===== src/pkg/ofpc_defs.svh =====
// Purpose: constants for the output and feedback configuration register slice
// Assumes: byte-wide registers at their printed offsets on a plain register port
// Notes:   included by the design file and the testbench
`ifndef OFPC_DEFS_SVH
`define OFPC_DEFS_SVH

// =====================================================================
// register offsets
`define OFPC_ADDR_W        7
`define OFPC_OFS_OUT_CTRL  7'h60
`define OFPC_OFS_FREQ_SEL  7'h61
`define OFPC_OFS_FB_CTRL   7'h62
`define OFPC_OFS_TRIM      7'h63
`define OFPC_OFS_PAGE      7'h64

// =====================================================================
// reset values
`define OFPC_RST_OUT_CTRL  8'ha3
`define OFPC_RST_FREQ_SEL  8'h53
`define OFPC_RST_FB_CTRL   8'h80
`define OFPC_RST_TRIM      8'he5
`define OFPC_RST_PAGE      8'h00

// =====================================================================
// field positions
`define OFPC_EN_A_BIT      0
`define OFPC_EN_B_BIT      1
`define OFPC_ALIGN_A_HI    5
`define OFPC_ALIGN_A_LO    4
`define OFPC_ALIGN_B_HI    7
`define OFPC_ALIGN_B_LO    6
`define OFPC_FSEL_A_HI     2
`define OFPC_FSEL_A_LO     0
`define OFPC_FSEL_B_HI     6
`define OFPC_FSEL_B_LO     4
`define OFPC_FB_EN_BIT     0
`define OFPC_PIN_ROLE_BIT  4

// =====================================================================
// page codes and step sizes in picoseconds
`define OFPC_PAGE_GENERAL  8'h00
`define OFPC_PAGE_FREERUN  8'h01
`define OFPC_PAGE_REF9     8'h08
`define OFPC_PAGE_REF9_CC  8'h0f
`define OFPC_ALIGN_STEP_PS 1600
`define OFPC_TRIM_STEP_PS  119.2
`define OFPC_RD_ZERO       8'h00

`endif


===== src/pkg/ofpc_pkg.sv =====
// Purpose: types for the output and feedback configuration register slice
// Assumes: constants come from ofpc_defs.svh
// Notes:   nothing is imported; users write ofpc_pkg::name
package ofpc_pkg;
    // decoded extended page, one-hot
    typedef enum logic [4:0] {
        OFPC_PG_GENERAL  = 5'b00001,
        OFPC_PG_FREERUN  = 5'b00010,
        OFPC_PG_REF9     = 5'b00100,
        OFPC_PG_REF9_CC  = 5'b01000,
        OFPC_PG_RESERVED = 5'b10000
    } ofpc_page_e;
    typedef logic [7:0] ofpc_byte_t;
endpackage


===== src/hw/ofpc_reg_byte.sv =====
// Purpose: one byte-wide configuration register with its own reset value
// Assumes: write enable is a one-cycle strobe on sys_clk
// Notes:   q_ff comes straight from a flip-flop
`timescale 1ns/1ps
module ofpc_reg_byte #(
    parameter logic [7:0] RESET_VALUE = 8'h00
) (
    input  wire logic       sys_clk,
    input  wire logic       reset_n,
    input  wire logic       wrEn,
    input  wire logic [7:0] wrData,
    output logic      [7:0] q_ff
);
    // =================================================================
    // storage
    // plain store: reserved bits are kept as written, software owns them
    always_ff @(posedge sys_clk or negedge reset_n)
    begin
        if (!reset_n)
            q_ff <= RESET_VALUE;
        else if (wrEn)
            q_ff <= wrData;
    end
endmodule // ofpc_reg_byte


===== src/hw/output_feedback_page_config.sv =====
// Purpose: register slice for output alignment, frequency select, feedback and page
// Assumes: one sys_clk at 20 MHz, asynchronous active-low reset, no wait states
// Notes:   outputs are registered copies of fields, pageSel_ff a registered one-hot page decode; the analog parts use them
`timescale 1ns/1ps
`include "ofpc_defs.svh"
module output_feedback_page_config (
    input  wire logic                    sys_clk,
    input  wire logic                    reset_n,
    input  wire logic [`OFPC_ADDR_W-1:0] regAddr,
    input  wire logic [7:0]              regWrData,
    input  wire logic                    regWrStb,
    input  wire logic                    regRdStb,
    output logic      [7:0]              regRdData_ff,
    output logic                         outAEnable_ff,
    output logic                         outBEnable_ff,
    output logic      [1:0]              outAAlignment_ff,
    output logic      [1:0]              outBAlignment_ff,
    output logic      [2:0]              outAFreqSel_ff,
    output logic      [2:0]              outBFreqSel_ff,
    output logic                         loopbackClockOutEn_ff,
    output logic                         sharedPinRole_ff,
    output logic signed [7:0]            finePhaseTrim_ff,
    output logic      [7:0]              extPage_ff,
    output logic      [4:0]              pageSel_ff
);
    // =================================================================
    // register storage
    localparam int NREG = 5;
    localparam logic [7:0] RSTV [NREG] = '{`OFPC_RST_OUT_CTRL, `OFPC_RST_FREQ_SEL,
        `OFPC_RST_FB_CTRL, `OFPC_RST_TRIM, `OFPC_RST_PAGE};
    localparam logic [`OFPC_ADDR_W-1:0] OFS [NREG] = '{`OFPC_OFS_OUT_CTRL,
        `OFPC_OFS_FREQ_SEL, `OFPC_OFS_FB_CTRL, `OFPC_OFS_TRIM, `OFPC_OFS_PAGE};

    logic [7:0] regQ [NREG];
    logic [NREG-1:0] hit;

    // one register per offset, each with its own decode
    genvar gi;
    generate
        for (gi = 0; gi < NREG; gi++)
        begin : g_reg
            assign hit[gi] = (regAddr == OFS[gi]);
            ofpc_reg_byte #(.RESET_VALUE(RSTV[gi])) u_reg (
                .sys_clk (sys_clk),
                .reset_n (reset_n),
                .wrEn    (regWrStb & hit[gi]),
                .wrData  (regWrData),
                .q_ff    (regQ[gi])
            );
        end
    endgenerate

    // =================================================================
    // read path: data stand one cycle after the strobe, unmapped reads zero
    logic [7:0] nxt_rdData;
    always_comb
    begin
        nxt_rdData = `OFPC_RD_ZERO;
        for (int i = 0; i < NREG; i++)
            if (hit[i])
                nxt_rdData = regQ[i];
    end

    always_ff @(posedge sys_clk or negedge reset_n)
    begin
        if (!reset_n)
            regRdData_ff <= `OFPC_RD_ZERO;
        else if (regRdStb)
            regRdData_ff <= nxt_rdData;
        else
            regRdData_ff <= `OFPC_RD_ZERO; // holds only in the cycle after the read
    end

    // =================================================================
    // page decode; reserved pages are flagged, software must avoid them
    ofpc_pkg::ofpc_page_e nxt_page;
    always_comb
    begin
        case (regQ[4])
            `OFPC_PAGE_GENERAL: nxt_page = ofpc_pkg::OFPC_PG_GENERAL;
            `OFPC_PAGE_FREERUN: nxt_page = ofpc_pkg::OFPC_PG_FREERUN;
            `OFPC_PAGE_REF9:    nxt_page = ofpc_pkg::OFPC_PG_REF9;
            `OFPC_PAGE_REF9_CC: nxt_page = ofpc_pkg::OFPC_PG_REF9_CC;
            default:            nxt_page = ofpc_pkg::OFPC_PG_RESERVED;
        endcase
    end

    // =================================================================
    // field outputs, one flop stage behind the registers
    // each concern has its own flop group; reset images are cut from the
    // register reset values, except pageSel_ff, which loads OFPC_PG_GENERAL

    // output enables, a cleared bit leaves the pad in high impedance
    always_ff @(posedge sys_clk or negedge reset_n)
    begin
        if (!reset_n)
        begin
            outAEnable_ff <= RSTV[0][`OFPC_EN_A_BIT];
            outBEnable_ff <= RSTV[0][`OFPC_EN_B_BIT];
        end
        else
        begin
            outAEnable_ff <= regQ[0][`OFPC_EN_A_BIT];
            outBEnable_ff <= regQ[0][`OFPC_EN_B_BIT];
        end
    end

    // output alignment codes, low codes advance, high codes delay
    always_ff @(posedge sys_clk or negedge reset_n)
    begin
        if (!reset_n)
        begin
            outAAlignment_ff <= RSTV[0][`OFPC_ALIGN_A_HI:`OFPC_ALIGN_A_LO];
            outBAlignment_ff <= RSTV[0][`OFPC_ALIGN_B_HI:`OFPC_ALIGN_B_LO];
        end
        else
        begin
            outAAlignment_ff <= regQ[0][`OFPC_ALIGN_A_HI:`OFPC_ALIGN_A_LO];
            outBAlignment_ff <= regQ[0][`OFPC_ALIGN_B_HI:`OFPC_ALIGN_B_LO];
        end
    end

    // frequency select codes, passed on as stored
    always_ff @(posedge sys_clk or negedge reset_n)
    begin
        if (!reset_n)
        begin
            outAFreqSel_ff <= RSTV[1][`OFPC_FSEL_A_HI:`OFPC_FSEL_A_LO];
            outBFreqSel_ff <= RSTV[1][`OFPC_FSEL_B_HI:`OFPC_FSEL_B_LO];
        end
        else
        begin
            outAFreqSel_ff <= regQ[1][`OFPC_FSEL_A_HI:`OFPC_FSEL_A_LO];
            outBFreqSel_ff <= regQ[1][`OFPC_FSEL_B_HI:`OFPC_FSEL_B_LO];
        end
    end

    // loopback clock enable, low parks the pin in high impedance
    always_ff @(posedge sys_clk or negedge reset_n)
    begin
        if (!reset_n)
            loopbackClockOutEn_ff <= RSTV[2][`OFPC_FB_EN_BIT];
        else
            loopbackClockOutEn_ff <= regQ[2][`OFPC_FB_EN_BIT];
    end

    // shared pin role; the pad logic must switch direction on this level
    always_ff @(posedge sys_clk or negedge reset_n)
    begin
        if (!reset_n)
            sharedPinRole_ff <= RSTV[2][`OFPC_PIN_ROLE_BIT];
        else
            sharedPinRole_ff <= regQ[2][`OFPC_PIN_ROLE_BIT];
    end

    // common fine trim for both output families, kept signed for its users
    always_ff @(posedge sys_clk or negedge reset_n)
    begin
        if (!reset_n)
            finePhaseTrim_ff <= RSTV[3];
        else
            finePhaseTrim_ff <= $signed(regQ[3]);
    end

    // extended page: raw value for the page mux, one-hot decode beside it
    always_ff @(posedge sys_clk or negedge reset_n)
    begin
        if (!reset_n)
        begin
            extPage_ff <= RSTV[4];
            pageSel_ff <= ofpc_pkg::OFPC_PG_GENERAL;
        end
        else
        begin
            extPage_ff <= regQ[4];
            pageSel_ff <= nxt_page;
        end
    end

    // =================================================================
    // checks
    outa_enable_follows_a : assert property (@(posedge sys_clk) disable iff (!reset_n)
        (regWrStb && regAddr == `OFPC_OFS_OUT_CTRL) |=> ##1
        outAEnable_ff == $past(regWrData[`OFPC_EN_A_BIT], 2))
        else $error("output a enable did not follow write");
    outb_align_tracks_a : assert property (@(posedge sys_clk) disable iff (!reset_n)
        (regWrStb && regAddr == `OFPC_OFS_OUT_CTRL) |=> ##1
        outBAlignment_ff == $past(regWrData[`OFPC_ALIGN_B_HI:`OFPC_ALIGN_B_LO], 2))
        else $error("output b alignment wrong");
    outa_align_tracks_a : assert property (@(posedge sys_clk) disable iff (!reset_n)
        (regWrStb && regAddr == `OFPC_OFS_OUT_CTRL) |=> ##1
        outAAlignment_ff == $past(regWrData[`OFPC_ALIGN_A_HI:`OFPC_ALIGN_A_LO], 2))
        else $error("output a alignment wrong");
    freq_sel_a_a : assert property (@(posedge sys_clk) disable iff (!reset_n)
        (regWrStb && regAddr == `OFPC_OFS_FREQ_SEL) |=> ##1
        outAFreqSel_ff == $past(regWrData[`OFPC_FSEL_A_HI:`OFPC_FSEL_A_LO], 2))
        else $error("output a frequency select wrong");
    freq_sel_b_a : assert property (@(posedge sys_clk) disable iff (!reset_n)
        (regWrStb && regAddr == `OFPC_OFS_FREQ_SEL) |=> ##1
        outBFreqSel_ff == $past(regWrData[`OFPC_FSEL_B_HI:`OFPC_FSEL_B_LO], 2))
        else $error("output b frequency select wrong");
    loopback_enable_a : assert property (@(posedge sys_clk) disable iff (!reset_n)
        (regWrStb && regAddr == `OFPC_OFS_FB_CTRL) |=> ##1
        loopbackClockOutEn_ff == $past(regWrData[`OFPC_FB_EN_BIT], 2))
        else $error("loopback clock enable wrong");
    pin_role_a : assert property (@(posedge sys_clk) disable iff (!reset_n)
        (regWrStb && regAddr == `OFPC_OFS_FB_CTRL) |=> ##1
        sharedPinRole_ff == $past(regWrData[`OFPC_PIN_ROLE_BIT], 2))
        else $error("shared pin role wrong");
    trim_signed_a : assert property (@(posedge sys_clk) disable iff (!reset_n)
        (regWrStb && regAddr == `OFPC_OFS_TRIM) |=> ##1
        finePhaseTrim_ff == $signed($past(regWrData, 2)))
        else $error("fine phase trim wrong");
    page_decode_a : assert property (@(posedge sys_clk) disable iff (!reset_n)
        (regWrStb && regAddr == `OFPC_OFS_PAGE && regWrData == `OFPC_PAGE_REF9) |=> ##1
        pageSel_ff == ofpc_pkg::OFPC_PG_REF9)
        else $error("page 08 not decoded");
    read_once_a : assert property (@(posedge sys_clk) disable iff (!reset_n)
        (regRdStb && regAddr == `OFPC_OFS_PAGE) |=> regRdData_ff == extPage_ff)
        else $error("page readback wrong");

    // output b enable follows its bit two edges after the write
    outb_enable_follows_a : assert property (@(posedge sys_clk) disable iff (!reset_n)
        (regWrStb && regAddr == `OFPC_OFS_OUT_CTRL) |=> ##1
        outBEnable_ff == $past(regWrData[`OFPC_EN_B_BIT], 2))
        else $error("output b enable did not follow write");

    // enables only move after a write to output control
    enables_hold_a : assert property (@(posedge sys_clk) disable iff (!reset_n)
        !(regWrStb && regAddr == `OFPC_OFS_OUT_CTRL) |=> ##1
        ($stable(outAEnable_ff) && $stable(outBEnable_ff)))
        else $error("output enables moved without a write");

    // output a alignment only moves after a write to output control
    align_a_hold_a : assert property (@(posedge sys_clk) disable iff (!reset_n)
        !(regWrStb && regAddr == `OFPC_OFS_OUT_CTRL) |=> ##1
        $stable(outAAlignment_ff))
        else $error("output a alignment moved without a write");

    // output b alignment only moves after a write to output control
    align_b_hold_a : assert property (@(posedge sys_clk) disable iff (!reset_n)
        !(regWrStb && regAddr == `OFPC_OFS_OUT_CTRL) |=> ##1
        $stable(outBAlignment_ff))
        else $error("output b alignment moved without a write");

    // output a frequency code only moves after a write to frequency select
    freq_a_hold_a : assert property (@(posedge sys_clk) disable iff (!reset_n)
        !(regWrStb && regAddr == `OFPC_OFS_FREQ_SEL) |=> ##1
        $stable(outAFreqSel_ff))
        else $error("output a frequency moved without a write");

    // output b frequency code only moves after a write to frequency select
    freq_b_hold_a : assert property (@(posedge sys_clk) disable iff (!reset_n)
        !(regWrStb && regAddr == `OFPC_OFS_FREQ_SEL) |=> ##1
        $stable(outBFreqSel_ff))
        else $error("output b frequency moved without a write");

    // loopback enable only moves after a write to feedback control
    loopback_hold_a : assert property (@(posedge sys_clk) disable iff (!reset_n)
        !(regWrStb && regAddr == `OFPC_OFS_FB_CTRL) |=> ##1
        $stable(loopbackClockOutEn_ff))
        else $error("loopback enable moved without a write");

    // pin role only moves after a write to feedback control
    pin_role_hold_a : assert property (@(posedge sys_clk) disable iff (!reset_n)
        !(regWrStb && regAddr == `OFPC_OFS_FB_CTRL) |=> ##1
        $stable(sharedPinRole_ff))
        else $error("shared pin role moved without a write");

    // the one trim value only moves after a write to the trim register
    trim_hold_a : assert property (@(posedge sys_clk) disable iff (!reset_n)
        !(regWrStb && regAddr == `OFPC_OFS_TRIM) |=> ##1
        $stable(finePhaseTrim_ff))
        else $error("fine phase trim moved without a write");

    // page outputs only move after a write to the page register
    page_hold_a : assert property (@(posedge sys_clk) disable iff (!reset_n)
        !(regWrStb && regAddr == `OFPC_OFS_PAGE) |=> ##1
        ($stable(extPage_ff) && $stable(pageSel_ff)))
        else $error("page moved without a write");

    // raw page value follows the written byte
    page_raw_a : assert property (@(posedge sys_clk) disable iff (!reset_n)
        (regWrStb && regAddr == `OFPC_OFS_PAGE) |=> ##1
        extPage_ff == $past(regWrData, 2))
        else $error("raw page value wrong");

    // page 00 decodes to the general registers
    page_general_a : assert property (@(posedge sys_clk) disable iff (!reset_n)
        (regWrStb && regAddr == `OFPC_OFS_PAGE && regWrData == `OFPC_PAGE_GENERAL) |=> ##1
        pageSel_ff == ofpc_pkg::OFPC_PG_GENERAL)
        else $error("page 00 not decoded");

    // page 01 decodes to the free-run offset registers
    page_freerun_a : assert property (@(posedge sys_clk) disable iff (!reset_n)
        (regWrStb && regAddr == `OFPC_OFS_PAGE && regWrData == `OFPC_PAGE_FREERUN) |=> ##1
        pageSel_ff == ofpc_pkg::OFPC_PG_FREERUN)
        else $error("page 01 not decoded");

    // page 0f decodes to the composite clock registers
    page_composite_a : assert property (@(posedge sys_clk) disable iff (!reset_n)
        (regWrStb && regAddr == `OFPC_OFS_PAGE && regWrData == `OFPC_PAGE_REF9_CC) |=> ##1
        pageSel_ff == ofpc_pkg::OFPC_PG_REF9_CC)
        else $error("page 0f not decoded");

    // every other page value is flagged reserved
    page_reserved_a : assert property (@(posedge sys_clk) disable iff (!reset_n)
        (regWrStb && regAddr == `OFPC_OFS_PAGE && regWrData != `OFPC_PAGE_GENERAL
        && regWrData != `OFPC_PAGE_FREERUN && regWrData != `OFPC_PAGE_REF9
        && regWrData != `OFPC_PAGE_REF9_CC) |=> ##1 pageSel_ff == ofpc_pkg::OFPC_PG_RESERVED)
        else $error("reserved page not flagged");

    // software reads back the same trim that the outputs use
    trim_readback_a : assert property (@(posedge sys_clk) disable iff (!reset_n)
        (regRdStb && regAddr == `OFPC_OFS_TRIM) |=> regRdData_ff == finePhaseTrim_ff)
        else $error("trim readback differs from trim output");
endmodule // output_feedback_page_config


===== config.mk =====
export PLATFORM = sky130hd
export DESIGN_NAME = output_feedback_page_config
export DESIGN_NICKNAME = d
export VERILOG_FILES = /design/src/pkg/ofpc_pkg.sv /design/src/hw/ofpc_reg_byte.sv /design/src/hw/output_feedback_page_config.sv
export VERILOG_INCLUDE_DIRS = /design/src /design/src/pkg
export SDC_FILE = /design/constraint.sdc
export NUM_CORES = 1
export LEC_CHECK = 0
export BUFFER_PORTS_ARGS = -buffer_cell sky130_fd_sc_hd__buf_2
export CORE_MARGIN = 4
export CORE_UTILIZATION = 45
export CTS_BUF_LIST = sky130_fd_sc_hd__clkbuf_4 sky130_fd_sc_hd__clkbuf_8
export DETAILED_ROUTE_END_ITERATION = 10
export PLACE_DENSITY = 0.65
export SETUP_SLACK_MARGIN = 0.3
export SLEW_MARGIN = 20
export SYNTH_ARGS = -nofsm -noshare
export SYNTH_HDL_FRONTEND = slang
export SYNTH_HIERARCHICAL = 1
export SYNTH_SLANG_ARGS = --single-unit

===== constraint.sdc =====
create_clock -name sys_clk -period 1.9 [get_ports sys_clk]
set_input_delay 0.19 -clock sys_clk [delete_from_list [all_inputs] [get_ports sys_clk]]
set_output_delay 0.19 -clock sys_clk [all_outputs]
set_load 0.02 [all_outputs]

==> flow_summary_export.csv <==
group,metric,value,unit
outcome,status,"complete, no violations",
logic_synthesis,ys_warn_count,6,
final_layout,final_net_count,292,
global_route,overflow,0,
logic_synthesis,syn_inst,194,
final_layout,final_cell_mix,"buf_2 (60), dfrtp_1 (55), mux2_4 (47)",
logic_synthesis,synthArstFlopShare,100,%
critical_path,critPathArrivalTime,1.75,ns
sta,min_period_over_period,77.7,%
sta,finalSetupTns,0,ns
logic_synthesis,synth-simple-area-share,5.02,%
floorplan,dieArea,8750,um^2
place,place_congestion,0.785,
logic_synthesis,syn_nets,213,
global_route,grt_max_degree,36,
clocking,clock-sinks,83,
final_layout,final_common_cell,"buf_2",
critical_path,reg2regPathDepth,4,
sta,hold_viol_final,0,
sta,min_period,1.48,ns
critical_path,end_kind,"flop",
flow_run,drv_cap,0,
route,ant_nets,0,
global_route,grt_pass1_vias,1916,
floorplan,die_w,93.5,um
logic_synthesis,synth_top_family_by_area,"multiplexers",
final_layout,area_delta_synth_final,21.3,%
clocking,clock_latency,0.36,ns
logic_synthesis,synth-adder-area-share,0,%
floorplan,die_h,93.5,um
clocking,cts_root_buffer,"clkbuf_8",
place,portBuffers,61,
sta,max_slew_margin,68.8,%
logic_synthesis,postSynthAreaPerCell,17.0,um^2
pwr,irDropWorstVdd,0.453,mV
logic_synthesis,synthXorXnorAreaFrac,0,%
final_layout,drive_gt1_share,64.0,%
floorplan,num_rows,30,
logic_synthesis,synth-edff-count,0,
sta,skew,0.00980,ns
clocking,cts_setup_buffers,0,
clocking,clk_path_buf_depth,2,
sta,setup_viol,0,
logic_synthesis,ys_seq_elements,83,
logic_synthesis,synth-main-ff-cell,"dfrtp_1",
pwr,p_per_area,954,nW/um^2
sta,worst_slew_pin_slew,0.463,ns
logic_synthesis,syn-cell-area,3290,um^2
place,preCtsSetupSlack,0.176,ns
clocking,cts_resized,0,
clocking,cts_buffers,9,
logic_synthesis,synth-compound-area-share,3.46,%
floorplan,initial_utilization,47.4,%
global_route,antenna_found_initial,0,
route,drt_first_pass_iters,4,
hold_path,hp-class,"in -> reg",
place,hpwl,4420,um
hold_path,whs_path_depth,2,
floorplan,io_pins,62,
clocking,ctsHtreeMaxLevel,3,
clocking,hold_buffers,1,
global_route,grt_pass1_wl,10700,um
final_layout,fin_area,3990,um^2
critical_path,worstPathMaxFanout,4,
sta,timing.final.ws_setup,0.423,ns
route,vias_per_cell,4.91,
final_layout,final_util,57.5,%
clocking,cts_tree,"done",
sta,report.final.slew_viol_count,0,
final_layout,antennaDiodeCount,0,
pwr,power_leakage,1.96,nW
sta,timing.hold.ws,0.133,ns
logic_synthesis,ys_types,27,
route,wl_per_cell,17.8,um
route,routed_wl,6650,um
route,drc_errors,0,
floorplan,core,6940,um^2
route,num_vias,1838,
critical_path,crit_type,"reg -> reg",
route,drt_iter0_drc,112,
global_route,grtUsageTotal,16.7,%
sta,clock.fmax,0.677,GHz
sta,rsz0062_at_grt,"no",
logic_synthesis,synthMuxAreaShare,24.5,%
critical_path,cp-start-kind,"flop",
place,dpl-instance-area,3770,um^2
clocking,path_clk_slew,0.09,ns
critical_path,required,2.17,ns
logic_synthesis,ys_seq_area_share,64.2,%
==> sequential cells by signal, summed over array words and instances (netlist names) <==
| signal | count |
|---|---|
| outBEnable_ff | 1 |
| pageSel_ff | 5 |
| outAFreqSel_ff | 3 |
| outAAlignment_ff | 2 |
| outAEnable_ff | 1 |
| sharedPinRole_ff | 1 |
| outBAlignment_ff | 2 |
| outBFreqSel_ff | 3 |
| g.u_reg/q_ff | 40 |
| extPage_ff | 8 |
| finePhaseTrim_ff | 8 |
| loopbackClockOutEn_ff | 1 |
| regRdData_ff | 8 |
==> through the flow <==
stage	std cells	power [mW]
after floorplan	194	2.32
after global placement	357	2.52
after detailed placement	357	2.52
after CTS	374	3.83
after global routing	374	3.98
final	374	3.81
==> cell type report <==
class	count	area [um^2]
Clock buffer	11	151
Clock inverter	5	61.3
Inverter	2	7.51
Timing Repair Buffer	76	435
Sequential cell	83	2110
Tap cell	96	120
Fill cell	558	2950
Multi-Input combinational cell	101	1100
==> synthesized netlist by cell type (2+ instances only) <==
cell type  instances  area share (%)
inv_1              2            0.23
and4_1             2            0.53
mux2_4            47              21
nor3_1             5            0.76
a22oi_1            7             1.6
nor3b_1            2            0.46
dfrtp_1           55              42
dfstp_2           28              22
buf_6              7             2.4
mux2_1             3             1.0
a21oi_1            8             1.2
mux2_2             5             1.7
nand2_1            9             1.0
==> critical path: stages, from the launching register on <==
cell,delay [ns]
dfrtp_1,0.45
nor4_1,0.47
buf_4,0.21
nand2_1,0.08
nor3b_1,0.18
==> worst paths after layout <==
path                                               startpoint                                 end  slack (ns)
min in group asynchronous                             reset_n           regRdData_ff[3]$_DFF_PN0_        0.27
max in group asynchronous                             reset_n       outBAlignment_ff[1]$_DFF_PN1_        0.95
min                                              regWrData[4]  g_reg[0].u_reg/q_ff[4]$_DFFE_PN0P_        0.13
min reg2reg                g_reg[1].u_reg/q_ff[0]$_DFFE_PN1P_         outAFreqSel_ff[0]$_DFF_PN1_        0.38
max reg2reg                g_reg[4].u_reg/q_ff[4]$_DFFE_PN0P_             pageSel_ff[1]$_DFF_PN0_        0.42
max                        g_reg[4].u_reg/q_ff[4]$_DFFE_PN0P_             pageSel_ff[1]$_DFF_PN0_        0.42
==> cell families (layout without fill, tap and decap cells) <==
family	after synthesis	after routing
DFF	83	83
buffers and inverters	10	94
and+or+nand+nor	27	27
AOI/OAI and AO/OA	18	18
muxes	56	56
==> metal layers <==
metal	up-vias	share of wire, %	track usage (%)
met5	-	0	0
met3	11	3.8	3.14
met2	49	45	23.9
met1	934	49	24.6
met4	0	2.0	7.69
li1	844	-	-
==> report_power, final <==
part | internal [mW] | switching, mW | leakage [nW]
logic | 0.221 | 0.246 | 0.812
registers | 1.94 | 0.0801 | 1.04
clock network | 0.683 | 0.635 | 0.109
total | 2.85 | 0.961 | 1.96
Power figures use the tool's default switching activity.
